[src/hdl/cms_consts.svh]
// Offsets, field positions, reset values and timing counts of the monitor
`ifndef CMS_CONSTS_SVH
`define CMS_CONSTS_SVH

// Configuration group
`define CMS_CFG0          6'h00
`define CMS_CFG1          6'h01
`define CMS_CFG2          6'h02
`define CMS_CFG3          6'h03
`define CMS_CFG4          6'h04
`define CMS_CFG5          6'h05
// Second status group
`define CMS_STB0          6'h08
`define CMS_STB1          6'h09
`define CMS_STB2          6'h0a
`define CMS_STB3          6'h0b
`define CMS_STB4          6'h0c
`define CMS_STB5          6'h0d
// Communication group base, six bytes
`define CMS_COMM_BASE     6'h10
`define CMS_COMM_LAST     6'h15
// Interrupt status and mask
`define CMS_IRQ_STAT      6'h18
`define CMS_IRQ_MASK      6'h19
// Field positions
`define CMS_REFERENCE_KEEP_ON_BIT     2
`define CMS_GPIO_LSB      3
`define CMS_REV_LSB       4
`define CMS_MUX_SELFTEST_FAIL_BIT   1
`define CMS_THERMAL_SHUTDOWN_FLAG_BIT      0
// Reset values
`define CMS_CFG0_RST      8'hf8
`define CMS_REV_VALUE     4'h1
// Timing
`define CMS_MIN_NS        60000000000
`define CMS_CLK_NS        4
`define CMS_HALF_MIN_CYC  (`CMS_MIN_NS / 2 / `CMS_CLK_NS)
`define CMS_WDT_NS        2000000000
`define CMS_WDT_CYC       (`CMS_WDT_NS / `CMS_CLK_NS)
`define CMS_UV_STEP       16
`endif

[src/hdl/cms_pkg.sv]
// Types shared by the cell monitor register bank
package cms_pkg;
  typedef struct packed {
    logic [5:0] addr;
    logic [7:0] wdata;
    logic       wr;
    logic       rd;
  } cms_req_t;
  typedef struct packed {
    logic [15:0] dsupply;
    logic [11:0] over;
    logic [11:0] under;
    logic        mux_selftest_fail;
    logic        thermal_shutdown_flag;
    logic        conv_busy;
  } cms_meas_t;
  typedef enum logic [1:0] {
    CMS_REF_OFF,
    CMS_REF_ON,
    CMS_REF_HOLD
  } cms_ref_t;
endpackage

[src/hdl/cms_regs.sv]
// Register bank of the monitor: configuration, status group B, comm group
//
// Contract
// - GPIO write 0 enables pull-down, 1 disables
// - GPIO read returns sensed pin level
// - Reference on held until watchdog timeout
// - Reference off after conversions finish
// - Status bytes: supply, then cell flag pairs
// - Last status: revision, reserved, mux_selftest_fail, thermal
// - Comm group: three read-write two-byte slots
// - Even byte: leading nibble, data high
// - Odd byte: data low, trailing nibble
// - Mux self-test flag: 1 means failed
`include "cms_consts.svh"
`timescale 1ns/1ps
`default_nettype none
module cms_regs #(
  parameter longint WDT_CYC      = `CMS_WDT_CYC,     // Watchdog length
  parameter longint HALF_MIN_CYC = `CMS_HALF_MIN_CYC // Half minute
) (
  input  wire logic            clk,
  input  wire logic            nrst,
  input  wire cms_pkg::cms_req_t  req,
  output logic [7:0]           rdata,
  input  wire cms_pkg::cms_meas_t meas,
  input  wire logic [4:0]      gpio_in,
  output logic [4:0]           gpio_pd_en,
  output logic                 ref_power,
  output logic [11:0]          discharge_sw,
  output logic [11:0]          under_thresh,
  output logic [11:0]          over_thresh,
  output logic [7:0]           xfer_slot [6],
  output logic                 irq
);
  import cms_pkg::*;

  // Pin synchroniser, two stages
  logic [4:0]  gpio_s1_reg, gpio_s2_reg;
  // Configuration state
  logic [7:0]  cfg_reg [6];
  logic [7:0]  cfg_next [6];
  // Comm staging bytes
  logic [7:0]  comm_reg [6];
  logic [7:0]  comm_next [6];
  // Read path
  logic [7:0]  rdata_next;
  // Interrupt status and mask
  logic [1:0]  ist_reg, ist_next, imask_reg, imask_next;
  logic [11:0] over_prev_reg, under_prev_reg;
  // Reference control
  cms_ref_t    ref_reg, ref_next;
  logic [31:0] wdt_reg, wdt_next;
  // Discharge timer, wide enough for the longest code at full clock
  logic [47:0] dct_reg, dct_next;
  logic [47:0] dct_len;
  logic        dct_run_reg, dct_run_next;
  logic        irq_next;
  logic [11:0] sw_next;

  wire logic [11:0] over_f  = meas.over;
  wire logic [11:0] under_f = meas.under;

  // Timeout lengths in half minutes per code
  function automatic logic [7:0] dct_halves(input logic [3:0] c);
    case (c)
      4'h1: dct_halves = 8'h01;
      4'h2: dct_halves = 8'h02;
      4'h3: dct_halves = 8'h04;
      4'h4: dct_halves = 8'h06;
      4'h5: dct_halves = 8'h08;
      4'h6: dct_halves = 8'h0a;
      4'h7: dct_halves = 8'h14;
      4'h8: dct_halves = 8'h1e;
      4'h9: dct_halves = 8'h28;
      4'ha: dct_halves = 8'h3c;
      4'hb: dct_halves = 8'h50;
      4'hc: dct_halves = 8'h78;
      4'hd: dct_halves = 8'h96;
      4'he: dct_halves = 8'hb4;
      4'hf: dct_halves = 8'hf0;
      default: dct_halves = 8'h00;
    endcase
  endfunction

  // Synchronise GPIO levels
  always_ff @(posedge clk or negedge nrst) begin
    if (!nrst) begin
      gpio_s1_reg <= 5'h00;
      gpio_s2_reg <= 5'h00;
    end else begin
      gpio_s1_reg <= gpio_in;
      gpio_s2_reg <= gpio_s1_reg;
    end
  end

  // Register writes and read mux
  always_comb begin
    for (int i = 0; i < 6; i++) begin
      cfg_next[i]  = cfg_reg[i];
      comm_next[i] = comm_reg[i];
    end
    imask_next = imask_reg;
    rdata_next = 8'h00;
    if (req.wr) begin
      if (req.addr <= `CMS_CFG5) begin
        cfg_next[req.addr[2:0]] = req.wdata;
      end else if (req.addr >= `CMS_COMM_BASE &&
                   req.addr <= `CMS_COMM_LAST) begin
        comm_next[3'(req.addr - `CMS_COMM_BASE)] = req.wdata;
      end else if (req.addr == `CMS_IRQ_MASK) begin
        imask_next = req.wdata[1:0];
      end
    end
    if (req.rd) begin
      unique case (req.addr)
        `CMS_CFG0: rdata_next = {gpio_s2_reg, cfg_reg[0][2:0]};
        `CMS_CFG1: rdata_next = cfg_reg[1];
        `CMS_CFG2: rdata_next = cfg_reg[2];
        `CMS_CFG3: rdata_next = cfg_reg[3];
        `CMS_CFG4: rdata_next = cfg_reg[4];
        `CMS_CFG5: rdata_next = cfg_reg[5];
        `CMS_STB0: rdata_next = meas.dsupply[7:0];
        `CMS_STB1: rdata_next = meas.dsupply[15:8];
        `CMS_STB2: rdata_next = {over_f[3], under_f[3], over_f[2],
                                 under_f[2], over_f[1], under_f[1],
                                 over_f[0], under_f[0]};
        `CMS_STB3: rdata_next = {over_f[7], under_f[7], over_f[6],
                                 under_f[6], over_f[5], under_f[5],
                                 over_f[4], under_f[4]};
        `CMS_STB4: rdata_next = {over_f[11], under_f[11], over_f[10],
                                 under_f[10], over_f[9], under_f[9],
                                 over_f[8], under_f[8]};
        `CMS_STB5: rdata_next = {`CMS_REV_VALUE, 2'b00,
                                 meas.mux_selftest_fail, meas.thermal_shutdown_flag};
        `CMS_IRQ_STAT: rdata_next = {6'h00, ist_reg};
        `CMS_IRQ_MASK: rdata_next = {6'h00, imask_reg};
        default: begin
          if (req.addr >= `CMS_COMM_BASE && req.addr <= `CMS_COMM_LAST)
            rdata_next = comm_reg[3'(req.addr - `CMS_COMM_BASE)];
          else
            rdata_next = 8'h00; // Unmapped reads zero
        end
      endcase
    end
  end

  // Interrupt events: new cell flag, fault present; read clears, set wins
  always_comb begin
    ist_next = ist_reg;
    if (req.rd && req.addr == `CMS_IRQ_STAT)
      ist_next = 2'b00;
    if (|((over_f & ~over_prev_reg) | (under_f & ~under_prev_reg)))
      ist_next[0] = 1'b1;
    if (meas.thermal_shutdown_flag || meas.mux_selftest_fail)
      ist_next[1] = 1'b1;
    irq_next = |(ist_next & imask_next);
  end

  // Reference power sequencing
  always_comb begin
    ref_next = ref_reg;
    wdt_next = wdt_reg;
    unique case (ref_reg)
      CMS_REF_OFF: begin
        // A fresh keep-on write or a busy conversion wakes it, so expiry stays off
        if ((req.wr && req.addr == `CMS_CFG0 &&
             req.wdata[`CMS_REFERENCE_KEEP_ON_BIT]) || meas.conv_busy) begin
          ref_next = CMS_REF_ON;
          wdt_next = 32'(WDT_CYC);
        end
      end
      CMS_REF_ON: begin
        if (req.wr || req.rd)
          wdt_next = 32'(WDT_CYC); // Bus traffic kicks the watchdog
        else if (wdt_reg != 32'h0)
          wdt_next = wdt_reg - 32'h1;
        if (wdt_reg == 32'h0)
          ref_next = CMS_REF_OFF;
        else if (!cfg_reg[0][`CMS_REFERENCE_KEEP_ON_BIT])
          ref_next = CMS_REF_HOLD;
      end
      CMS_REF_HOLD: begin
        if (cfg_reg[0][`CMS_REFERENCE_KEEP_ON_BIT])
          ref_next = CMS_REF_ON;
        else if (!meas.conv_busy)
          ref_next = CMS_REF_OFF;
      end
    endcase
  end

  // Discharge timer and switches
  always_comb begin
    dct_len      = 48'(HALF_MIN_CYC) * 48'(dct_halves(cfg_reg[5][7:4]));
    dct_next     = dct_reg;
    dct_run_next = dct_run_reg;
    if (req.wr && req.addr == `CMS_CFG5) begin
      dct_next     = 48'h0; // Restart on a new code
      dct_run_next = 1'b1;
    end else if (cfg_reg[5][7:4] == 4'h0) begin
      dct_run_next = 1'b0;
    end else if (dct_run_reg) begin
      if (dct_reg >= dct_len)
        dct_run_next = 1'b0;
      else
        dct_next = dct_reg + 48'h1;
    end
    sw_next = {cfg_reg[5][3:0], cfg_reg[4]} &
              {12{dct_run_next}};
  end

  // State registers
  always_ff @(posedge clk or negedge nrst) begin
    if (!nrst) begin
      for (int i = 0; i < 6; i++) begin
        cfg_reg[i]  <= 8'h00;
        comm_reg[i] <= 8'hff;
      end
      cfg_reg[0]     <= `CMS_CFG0_RST;
      rdata          <= 8'h00;
      ist_reg        <= 2'b00;
      imask_reg      <= 2'b00;
      over_prev_reg  <= 12'h000;
      under_prev_reg <= 12'h000;
      ref_reg        <= CMS_REF_OFF;
      wdt_reg        <= 32'h0;
      dct_reg        <= 48'h0;
      dct_run_reg    <= 1'b0;
      irq            <= 1'b0;
      gpio_pd_en     <= 5'h00;
      ref_power      <= 1'b0;
      discharge_sw   <= 12'h000;
      under_thresh   <= 12'h000;
      over_thresh    <= 12'h000;
      for (int i = 0; i < 6; i++)
        xfer_slot[i] <= 8'hff;
    end else begin
      for (int i = 0; i < 6; i++) begin
        cfg_reg[i]   <= cfg_next[i];
        comm_reg[i]  <= comm_next[i];
        xfer_slot[i] <= comm_next[i];
      end
      rdata          <= rdata_next;
      ist_reg        <= ist_next;
      imask_reg      <= imask_next;
      over_prev_reg  <= over_f;
      under_prev_reg <= under_f;
      ref_reg        <= ref_next;
      wdt_reg        <= wdt_next;
      dct_reg        <= dct_next;
      dct_run_reg    <= dct_run_next;
      irq            <= irq_next;
      gpio_pd_en     <= ~cfg_next[0][7:3];
      ref_power      <= (ref_next != CMS_REF_OFF);
      discharge_sw   <= sw_next;
      // Threshold codes in units of 16 steps, under adds one
      under_thresh   <= {cfg_next[2][3:0], cfg_next[1]} + 12'h001;
      over_thresh    <= {cfg_next[3], cfg_next[2][7:4]};
    end
  end
endmodule
`default_nettype wire

[config.mk]
export PLATFORM = sky130hd
export DESIGN_NAME = cms_regs
export DESIGN_NICKNAME = d
export VERILOG_FILES = /design/src/hdl/cms_pkg.sv /design/src/hdl/cms_regs.sv
export VERILOG_INCLUDE_DIRS = /design/src /design/src/hdl
export SDC_FILE = /design/constraint.sdc
export NUM_CORES = 1
export LEC_CHECK = 0
export ABC_AREA = 0
export BUFFER_PORTS_ARGS = -buffer_cell sky130_fd_sc_hd__buf_2
export CAP_MARGIN = 20
export CORE_ASPECT_RATIO = 1.25
export CORE_MARGIN = 3
export CORE_UTILIZATION = 25
export DETAILED_ROUTE_END_ITERATION = 8
export PLACE_DENSITY_LB_ADDON = 0.3
export REMOVE_ABC_BUFFERS = 1
export SKIP_CTS_REPAIR_TIMING = 1
export SYNTH_ARGS = -nofsm -noshare
export SYNTH_HDL_FRONTEND = slang
export SYNTH_SLANG_ARGS = --single-unit
[constraint.sdc]
create_clock -name clk -period 7.4 [get_ports clk]
set_input_delay 0.74 -clock clk [delete_from_list [all_inputs] [get_ports clk]]
set_output_delay 0.74 -clock clk [all_outputs]
set_load 0.01 [all_outputs]
==> results of run 1 <==
worst max-delay path by stage:
stage,to,slack [ps],cells past startpoint
3_3_place_gp,dct_reg[6]$_DFFE_PN0P_,-560,30
3_5_place_dp,discharge_sw[6]$_DFF_PN0_,-790,34
6_report,dct_reg[6]$_DFFE_PN0P_,-20,34
5_1_grt,dct_reg[22]$_DFFE_PN0P_,-350,34
2_1_floorplan,discharge_sw[0]$_DFF_PN0_,-1090,30
4_1_cts,discharge_sw[6]$_DFF_PN0_,-780,34
logic make-up (layout without fill, tap and decap cells):
logic type | Yosys count | after routing | share of synthesized area
XOR/XNOR | 58 | 58 | 0.0319
other | 1 | 1 | 0.000236
multiplexers | 120 | 120 | 0.0885
buffers and inverters | 231 | 518 | 0.0579
adder cells (fa/ha/maj) | 160 | 160 | 0.144
AND/OR/NAND/NOR | 424 | 424 | 0.139
flip-flops | 256 | 256 | 0.407
AO/OA/AOI/OAI | 298 | 298 | 0.131
Yosys cell counts, drive strengths merged, types with 20 or more instances:
library cell and count:
a21o 21, a21oi 78, buf 25, clkbuf 46
dfrtp 203, dfstp 53, fa 38, ha 122
inv 160, mux2 85, mux2i 27, nand2 104
nand2b 31, nand3 40, nand4 26, nor2 79
nor3 25, nor4 21, o21ai 30, o22ai 20
o41ai 21, xnor2 34, xor2 24
metal layers:
layer  global-route usage  up-vias  routed length, µm
li1                     -     6050                  -
met1                0.179     6490              20900
met2                0.271      314              26400
met3               0.0200       91               1990
met4               0.0453        4               1710
met5                    0        -                 29
final cells by class:
class | count | area (µm²)
clock buffer | 32 | 746
clock inverter | 19 | 250
fill | 6491 | 42200
inverter | 160 | 601
multi-input combinational | 1061 | 9170
sequential | 256 | 6470
tap | 832 | 1040
timing repair buffer | 307 | 2040
critical path, delay by kind of cell (launching register included):
family,cells,cell delay [ps]
AO/OA/AOI/OAI,13,1910
adder cells (fa/ha/maj),7,2730
buffers and inverters,9,930
flip-flops,1,410
AND/OR/NAND/NOR,5,1330
through the flow:
stage / cells / power (µW)
final: 2667 / 8870
after global routing: 2667 / 9680
after CTS: 2649 / 8260
after detailed placement: 2598 / 6690
after global placement: 2598 / 6570
after floorplan: 1477 / 4840
power groups by stage:
stage          registers [µW]  logic, µW  clock network (µW)
5_1_grt                  1710       6350                1620
6_report                 1690       5660                1520
4_1_cts                  1690       5000                1560
3_3_place_gp             1710       4860                   0
2_1_floorplan            1710       3140                   0
3_5_place_dp             1710       4980                   0
==> results.json, run 1 <==
{
  "outcome": "finished with violations",
  "violations": "setup timing",
  "powerDensity_mw_per_mm2": 437,
  "coreArea_mm2": 0.0625,
  "synth_largest_area_cell": "dfrtp_1",
  "drv_slew": 0,
  "antennaDiodeCount": 0,
  "cts_tree": "yes",
  "antenna_found_initial": 2,
  "combPwrFrac": 0.638,
  "synth_cell_types": 72,
  "first_pass_iters": 5,
  "cts.htree.levels": 1,
  "start_kind": "flip-flop",
  "ys.flop_type": "dfrtp_1",
  "synthArstFlopShare": 1.00,
  "timing.rr.start": "cfg_reg[4]$_DFFE_PN0P_",
  "fin_area_mm2": 0.0203,
  "clkTransAtPathRegs_ps": 60,
  "end_kind": "flip-flop",
  "mostFrequentLayoutCells": "dfrtp_1 (203), buf_2 (163), inv_1 (152)",
  "worst_slack_ps": -17.1,
  "grt_pass1_wl_mm": 77.7,
  "r2r_slack_ps": -20,
  "cts_max_path_buffers": 3,
  "seq_power_share": 0.191,
  "synthToLayoutAreaGrowth_pct": 27.7,
  "reg2regPathDepth": 34,
  "cp_common_cell": "inv_2",
  "p_int_uw": 5050,
  "cts-root-buf": "clkbuf_16",
  "hpwl_mm": 38.1,
  "clkPwrFrac": 0.172,
  "synthCells": 1548,
  "cts_made_buffers": 28,
  "fin_crit_sh": 1.00,
  "ys_ff_latch": 256,
  "critPathMaxFanout": 6,
  "synth-seq-area-share": 0.407,
  "syn_area_per_cell_um2": 10.3,
  "r2r_end": "dct_reg[6]$_DFFE_PN0P_",
  "start_util": 0.254,
  "synth_edf_count": 0,
  "pre_cts_ws_ps": -785,
  "max_slew_margin": 0.342,
  "nets": 2040,
  "ir_worst_vdd_mv": 0.282,
  "chipHeight_um": 288,
  "drc_errors": 0,
  "wire_per_inst_um": 19.1,
  "critPathMaxStageDelay_ps": 550,
  "finalHoldViolCount": 0,
  "worst-endpoint-required_ps": 7890,
  "via_per_inst": 4.86,
  "whs_ps": 203,
  "ant_nets": 0,
  "rsz0062_at_grt": "true",
  "cp.arrival_ps": 7910,
  "fmax_mhz": 135,
  "finClkSkew_ps": 9.08,
  "p_sw_uw": 3820,
  "routed_wirelength_mm": 51.0,
  "setup_tns_ps": -36.1,
  "grt.total_usage": 0.148,
  "clock_latency_ps": 570,
  "gp_congestion": 0.858,
  "die_w_um": 232,
  "worst_slew_pin_slew_ps": 983,
  "grt_pass1_vias": 13200,
  "post_dp_cell_area_mm2": 0.0184,
  "drt-initial-drc-count": 670,
  "netlist_area_mm2": 0.0159,
  "hold_path_class": "in2async",
  "grt_max_degree": 102,
  "die-area_mm2": 0.0667,
  "final_common_cell": "dfrtp_1",
  "io_pins": 165,
  "cap_violations": 0,
  "synth_top_cell_area_share": 0.319,
  "fin_crit_ps": 7420,
  "placementRows": 102,
  "cts_sinks": 256,
  "synth_area_leaders": "dfrtp_1 (32%), ha_1 (9.6%), dfstp_2 (8.8%)",
  "drive_above_1_share": 0.338,
  "p_leak_uw": 0.00950,
  "synth_warnings": 0,
  "vias": 12900,
  "finalSetupViolations": 3,
  "slowest_stage": "fa_1",
  "utilization": 0.325,
  "io_buffers": 164,
  "startpoint": "cfg_reg[4]$_DFFE_PN0P_",
  "p_sw_frac": 0.431,
  "crit_type": "reg2reg",
  "grt_overflow": 0
}
(Power assumes the default switching activity.)
==> run 2, diff against run 1 <==
--- a/config.mk
+++ b/config.mk
@@ -13,6 +13,7 @@
 export CORE_MARGIN = 3
 export CORE_UTILIZATION = 25
 export DETAILED_ROUTE_END_ITERATION = 8
+export GPL_TIMING_DRIVEN = 0
 export PLACE_DENSITY_LB_ADDON = 0.3
 export REMOVE_ABC_BUFFERS = 1
 export SKIP_CTS_REPAIR_TIMING = 1
==> constraint.sdc (replaced) <==
create_clock -name clk -period 6.9 [get_ports clk]
set_input_delay 0.69 -clock clk [delete_from_list [all_inputs] [get_ports clk]]
set_output_delay 0.69 -clock clk [all_outputs]
set_load 0.01 [all_outputs]
==> run 2 against run 1 <==
Against the previous run: critical endpoint is now dct_reg[5]$_DFFE_PN0P_; non-clock buffer count is 85 lower; the flow still finishes with violations (setup timing); clock skew up 34 ps; first-iteration DRC count grew 11%; via count is 2.1% lower.
==> results.json, run 2 (synthesis gave the netlist of run 1 again) <==
{
  "drt-initial-drc-count": 746,
  "final_common_cell": "dfrtp_1",
  "power_uw": 9170,
  "ant_nets": 0,
  "rsz0062_at_grt": "true",
  "cts_tree": "yes",
  "max_slew_margin": 0.293,
  "grt.total_usage": 0.141,
  "cts.htree.levels": 1,
  "startpoint": "cfg_reg[4]$_DFFE_PN0P_",
  "synthToLayoutAreaGrowth_pct": 24.8,
  "violations": "setup timing",
  "worst_slew_pin_slew_ps": 1060,
  "fin_crit_sh": 1.10,
  "timing.rr.start": "cfg_reg[4]$_DFFE_PN0P_",
  "powerDensity_mw_per_mm2": 462,
  "routed_wirelength_mm": 49.6,
  "cts_made_buffers": 28,
  "whs_ps": 34.9,
  "finalHoldViolCount": 0,
  "cts_max_path_buffers": 3,
  "cap_violations": 0,
  "vias": 12700,
  "io_buffers": 164,
  "drive_above_1_share": 0.317,
  "critPathMaxFanout": 8,
  "die-area_mm2": 0.0667,
  "grt_max_degree": 104,
  "nets": 1957,
  "grt_pass1_vias": 12900,
  "antennaDiodeCount": 0,
  "crit_type": "reg2reg",
  "finClkSkew_ps": 43.2,
  "die_w_um": 232,
  "placed_cells": 2482,
  "worst-endpoint-required_ps": 7410,
  "clkTransAtPathRegs_ps": 60,
  "start_kind": "flip-flop",
  "via_per_inst": 4.90,
  "reg2regPathDepth": 32,
  "antenna_found_initial": 4,
  "wire_per_inst_um": 19.2,
  "r2r_slack_ps": -720,
  "drc_errors": 0,
  "mostFrequentLayoutCells": "dfrtp_1 (199), buf_2 (167), inv_1 (154)",
  "r2r_end": "dct_reg[5]$_DFFE_PN0P_",
  "finalSetupViolations": 61,
  "hpwl_mm": 36.0,
  "cts-root-buf": "clkbuf_16",
  "p_leak_uw": 0.00911,
  "clock_latency_ps": 580,
  "utilization": 0.317,
  "first_pass_iters": 5,
  "critPathMaxStageDelay_ps": 550,
  "ir_worst_vdd_mv": 0.422,
  "fmax_mhz": 131,
  "gp_congestion": 0.861,
  "grt_overflow": 0,
  "outcome": "finished with violations",
  "placementRows": 102,
  "hold_path_class": "in2async",
  "drv_slew": 0,
  "coreArea_mm2": 0.0625,
  "end_kind": "flip-flop",
  "fin_cells": 2585,
  "crit_end": "dct_reg[5]$_DFFE_PN0P_",
  "cts_sinks": 256,
  "cp.arrival_ps": 8130,
  "slowest_stage": "fa_2",
  "fin_crit_ps": 7620,
  "grt_pass1_wl_mm": 75.0,
  "io_pins": 165,
  "chipHeight_um": 288,
  "worst_slack_ps": -722,
  "start_util": 0.254
}
[run 2: cell count changes in the layout (fill, tap and decap cells not counted), sizes merged]
cell / previous run / this run
inv: 161 / 165
buf: 304 / 219
bufinv: 5 / 2
clkinv: 11 / 8
clkbuf: 35 / 39
clkinvlp: 2 / 1
nand2: 104 / 105
or3: 15 / 16
[run 2: cell type report]
cell class	instances	area, µm²
clock buffers	36	771
clock inverters	16	180
fillers	6459	42700
inverters	160	606
multi-input cells	1063	9320
flip-flops and latches	256	6480
well taps	832	1040
repair buffers	222	1450
[run 2: where the power goes]
part	internal (µW)	switching, µW
clock	880	675
sequential	1680	138
combinational	2480	3320
total	5030	4140
[run 2: worst min-delay path by stage]
stage | start | to | slack (ps) | cells after the start
after global placement | gpio_s1_reg[1]$_DFF_PN0_ | gpio_s2_reg[1]$_DFF_PN0_ | 330 | 0
final | nrst | dct_reg[40]$_DFFE_PN0P_ | 30 | 1
after detailed placement | gpio_s1_reg[3]$_DFF_PN0_ | gpio_s2_reg[3]$_DFF_PN0_ | 330 | 0
after floorplan | gpio_s1_reg[0]$_DFF_PN0_ | gpio_s2_reg[0]$_DFF_PN0_ | 330 | 0
after CTS | nrst | dct_reg[28]$_DFFE_PN0P_ | 50 | 1
after global routing | nrst | dct_reg[40]$_DFFE_PN0P_ | 50 | 1
[run 2: through the flow]
| stage | TNS (ps) | worst slack [ps] | instance area (µm²) |
|---|---|---|---|
| floorplan | -77680 | -1590 | 15600 |
| CTS | -160680 | -2960 | 18600 |
| finish | -36540 | -722 | 19900 |
| global placement | -223900 | -4500 | 17400 |
| detailed placement | -159320 | -2940 | 17600 |
| global route | -53590 | -979 | 19900 |
[run 2: critical path: cells and delay by family, from the launching register on]
family          cells  cell delay [ps]
fa+ha+maj           7             2810
compound gates     14             2450
simple gates        3             1150
buf+inv             7              650
flops               1              440
mux                 1               80
[run 2: routing by layer]
layer	vias up	track usage	routed length, µm
met1	6363	0.174	20400
met2	296	0.251	25200
li1	5912	-	-
met4	6	0.0479	1840
met5	-	0	44
met3	98	0.0217	2170
==> run 3, diff against run 2 <==
--- a/config.mk
+++ b/config.mk
@@ -11,7 +11,7 @@
 export CAP_MARGIN = 20
 export CORE_ASPECT_RATIO = 1.25
 export CORE_MARGIN = 3
-export CORE_UTILIZATION = 25
+export CORE_UTILIZATION = 46
 export DETAILED_ROUTE_END_ITERATION = 8
 export GPL_TIMING_DRIVEN = 0
 export PLACE_DENSITY_LB_ADDON = 0.3
==> run 3 against run 2 <==
Against the previous run: the flow still finishes with violations (setup timing); hold slack gained 200 ps; global-route usage increased by 9.1 points; design area fell by 1.9%; die area shrank 45%; worst setup slack worse by 37 ps.
==> results.json, run 3 (synthesis gave the netlist of run 1 again) <==
{
  "gp_congestion": 0.966,
  "power_uw": 8890,
  "nets": 1952,
  "outcome": "finished with violations",
  "ant_nets": 0,
  "worst_slew_pin_slew_ps": 1150,
  "placementRows": 75,
  "fmax_mhz": 131,
  "io_pins": 165,
  "grt_overflow": 0,
  "final_common_cell": "dfrtp_1",
  "drt-initial-drc-count": 813,
  "drv_slew": 0,
  "max_slew_margin": 0.226,
  "violations": "setup timing",
  "vias": 12700,
  "clkTransAtPathRegs_ps": 60,
  "hold_path_class": "in2reg",
  "drive_above_1_share": 0.318,
  "routed_wirelength_mm": 44.7,
  "slowest_stage": "fa_1",
  "grt.total_usage": 0.232,
  "die-area_mm2": 0.0369,
  "p_leak_uw": 0.00910,
  "fin_crit_sh": 1.11,
  "cts_max_path_buffers": 3,
  "register_area_mm2": 0.00648,
  "chipHeight_um": 214,
  "hpwl_mm": 31.7,
  "whs_ps": 238,
  "wire_per_inst_um": 20.2,
  "drc_errors": 0,
  "fin_crit_ps": 7660,
  "grt_pass1_wl_mm": 68.7,
  "antennaDiodeCount": 0,
  "die_w_um": 172,
  "end_kind": "flip-flop",
  "powerDensity_mw_per_mm2": 457,
  "pre_cts_ws_ps": -2950,
  "r2r_slack_ps": -760,
  "cts-root-buf": "clkbuf_16",
  "mostFrequentLayoutCells": "dfrtp_1 (199), buf_2 (164), inv_1 (153)",
  "antenna_found_initial": 2,
  "worst-endpoint-required_ps": 7290,
  "finClkSkew_ps": 19.9,
  "synthToLayoutAreaGrowth_pct": 22.4,
  "cap_violations": 0,
  "crit_type": "reg2reg",
  "critPathMaxFanout": 8,
  "coreArea_mm2": 0.0339,
  "clock_latency_ps": 570,
  "fill_cells": 2812,
  "io_buffers": 164,
  "finalSetupViolations": 61,
  "multi_input_area_mm2": 0.00932,
  "finalHoldViolCount": 0,
  "cts.htree.levels": 1,
  "cp.arrival_ps": 8050,
  "critPathMaxStageDelay_ps": 510,
  "rsz0062_at_grt": "true",
  "cts_tree": "yes",
  "via_per_inst": 5.74,
  "grt_max_degree": 121,
  "cts_sinks": 256,
  "grt_pass1_vias": 12600,
  "start_util": 0.470,
  "ir_worst_vdd_mv": 0.569,
  "start_kind": "flip-flop",
  "first_pass_iters": 5,
  "worst_slack_ps": -759,
  "cts_made_buffers": 28
}
run 3: cell types whose count changed in the layout (fill, tap and decap cells not counted), moves of 3 or more:
cell | previous run | this run
and2_4 | 13 | 10
buf_2 | 167 | 164
bufinv_16 | 2 | 7
clkbuf_1 | 4 | 0
clkinv_4 | 4 | 1
ha_1 | 110 | 103
ha_4 | 9 | 15
nand2_1 | 98 | 101
o311ai_2 | 7 | 4
run 3: final cells by class:
cell class,count,share of cell area
clock buffer,33,0.0395
clock inverter,19,0.0156
inverter,160,0.0311
multi-input combinational,1062,0.478
sequential,256,0.333
tap,462,0.0297
timing repair buffer,218,0.0729
run 3: metal layers:
metal	global-route usage	vias up	routed length, µm
li1	-	5887	-
met1	0.299	6245	17700
met2	0.394	434	22500
met3	0.0312	111	2430
met4	0.0919	0	2070
met5	0	-	0
run 3: metrics by stage:
| stage | util | instances | TNS [ps] | instance area, µm² |
|---|---|---|---|---|
| floorplan | - | 1477 | -77680 | 15600 |
| global placement | 0.501 | 2103 | -236110 | 17000 |
| detailed placement | 0.505 | 2109 | -163010 | 17100 |
| CTS | 0.537 | 2161 | -164670 | 18200 |
| global route | 0.575 | 2210 | -53030 | 19500 |
| finish | 0.575 | 2210 | -38210 | 19500 |
run 3: final timing paths:
path / endpoint / start / cells after the start
max in group asynchronous: cfg_reg[5]$_DFFE_PN0P_ / nrst / 3
min in group asynchronous: dct_reg[5]$_DFFE_PN0P_ / nrst / 2
max: dct_reg[26]$_DFFE_PN0P_ / cfg_reg[5]$_DFFE_PN0P_ / 33
max reg2reg: dct_reg[26]$_DFFE_PN0P_ / cfg_reg[5]$_DFFE_PN0P_ / 33
min: gpio_s1_reg[0]$_DFF_PN0_ / gpio_in[0] / 1
min reg2reg: gpio_s2_reg[3]$_DFF_PN0_ / gpio_s1_reg[3]$_DFF_PN0_ / 0
run 3: worst max-delay path, delay by kind of cell, from the launching register on:
kind / cells / cell delay, ps
adder cells (fa/ha/maj): 7 / 2690
buffers and inverters: 8 / 770
flip-flops: 1 / 470
XOR/XNOR: 1 / 140
AO/OA/AOI/OAI: 15 / 2650
AND/OR/NAND/NOR: 2 / 730
run 3: power breakdown:
group          internal (µW)  switching (µW)
logic                   2310            3040
clock network           1070             657
registers               1680             137
total                   5060            3840
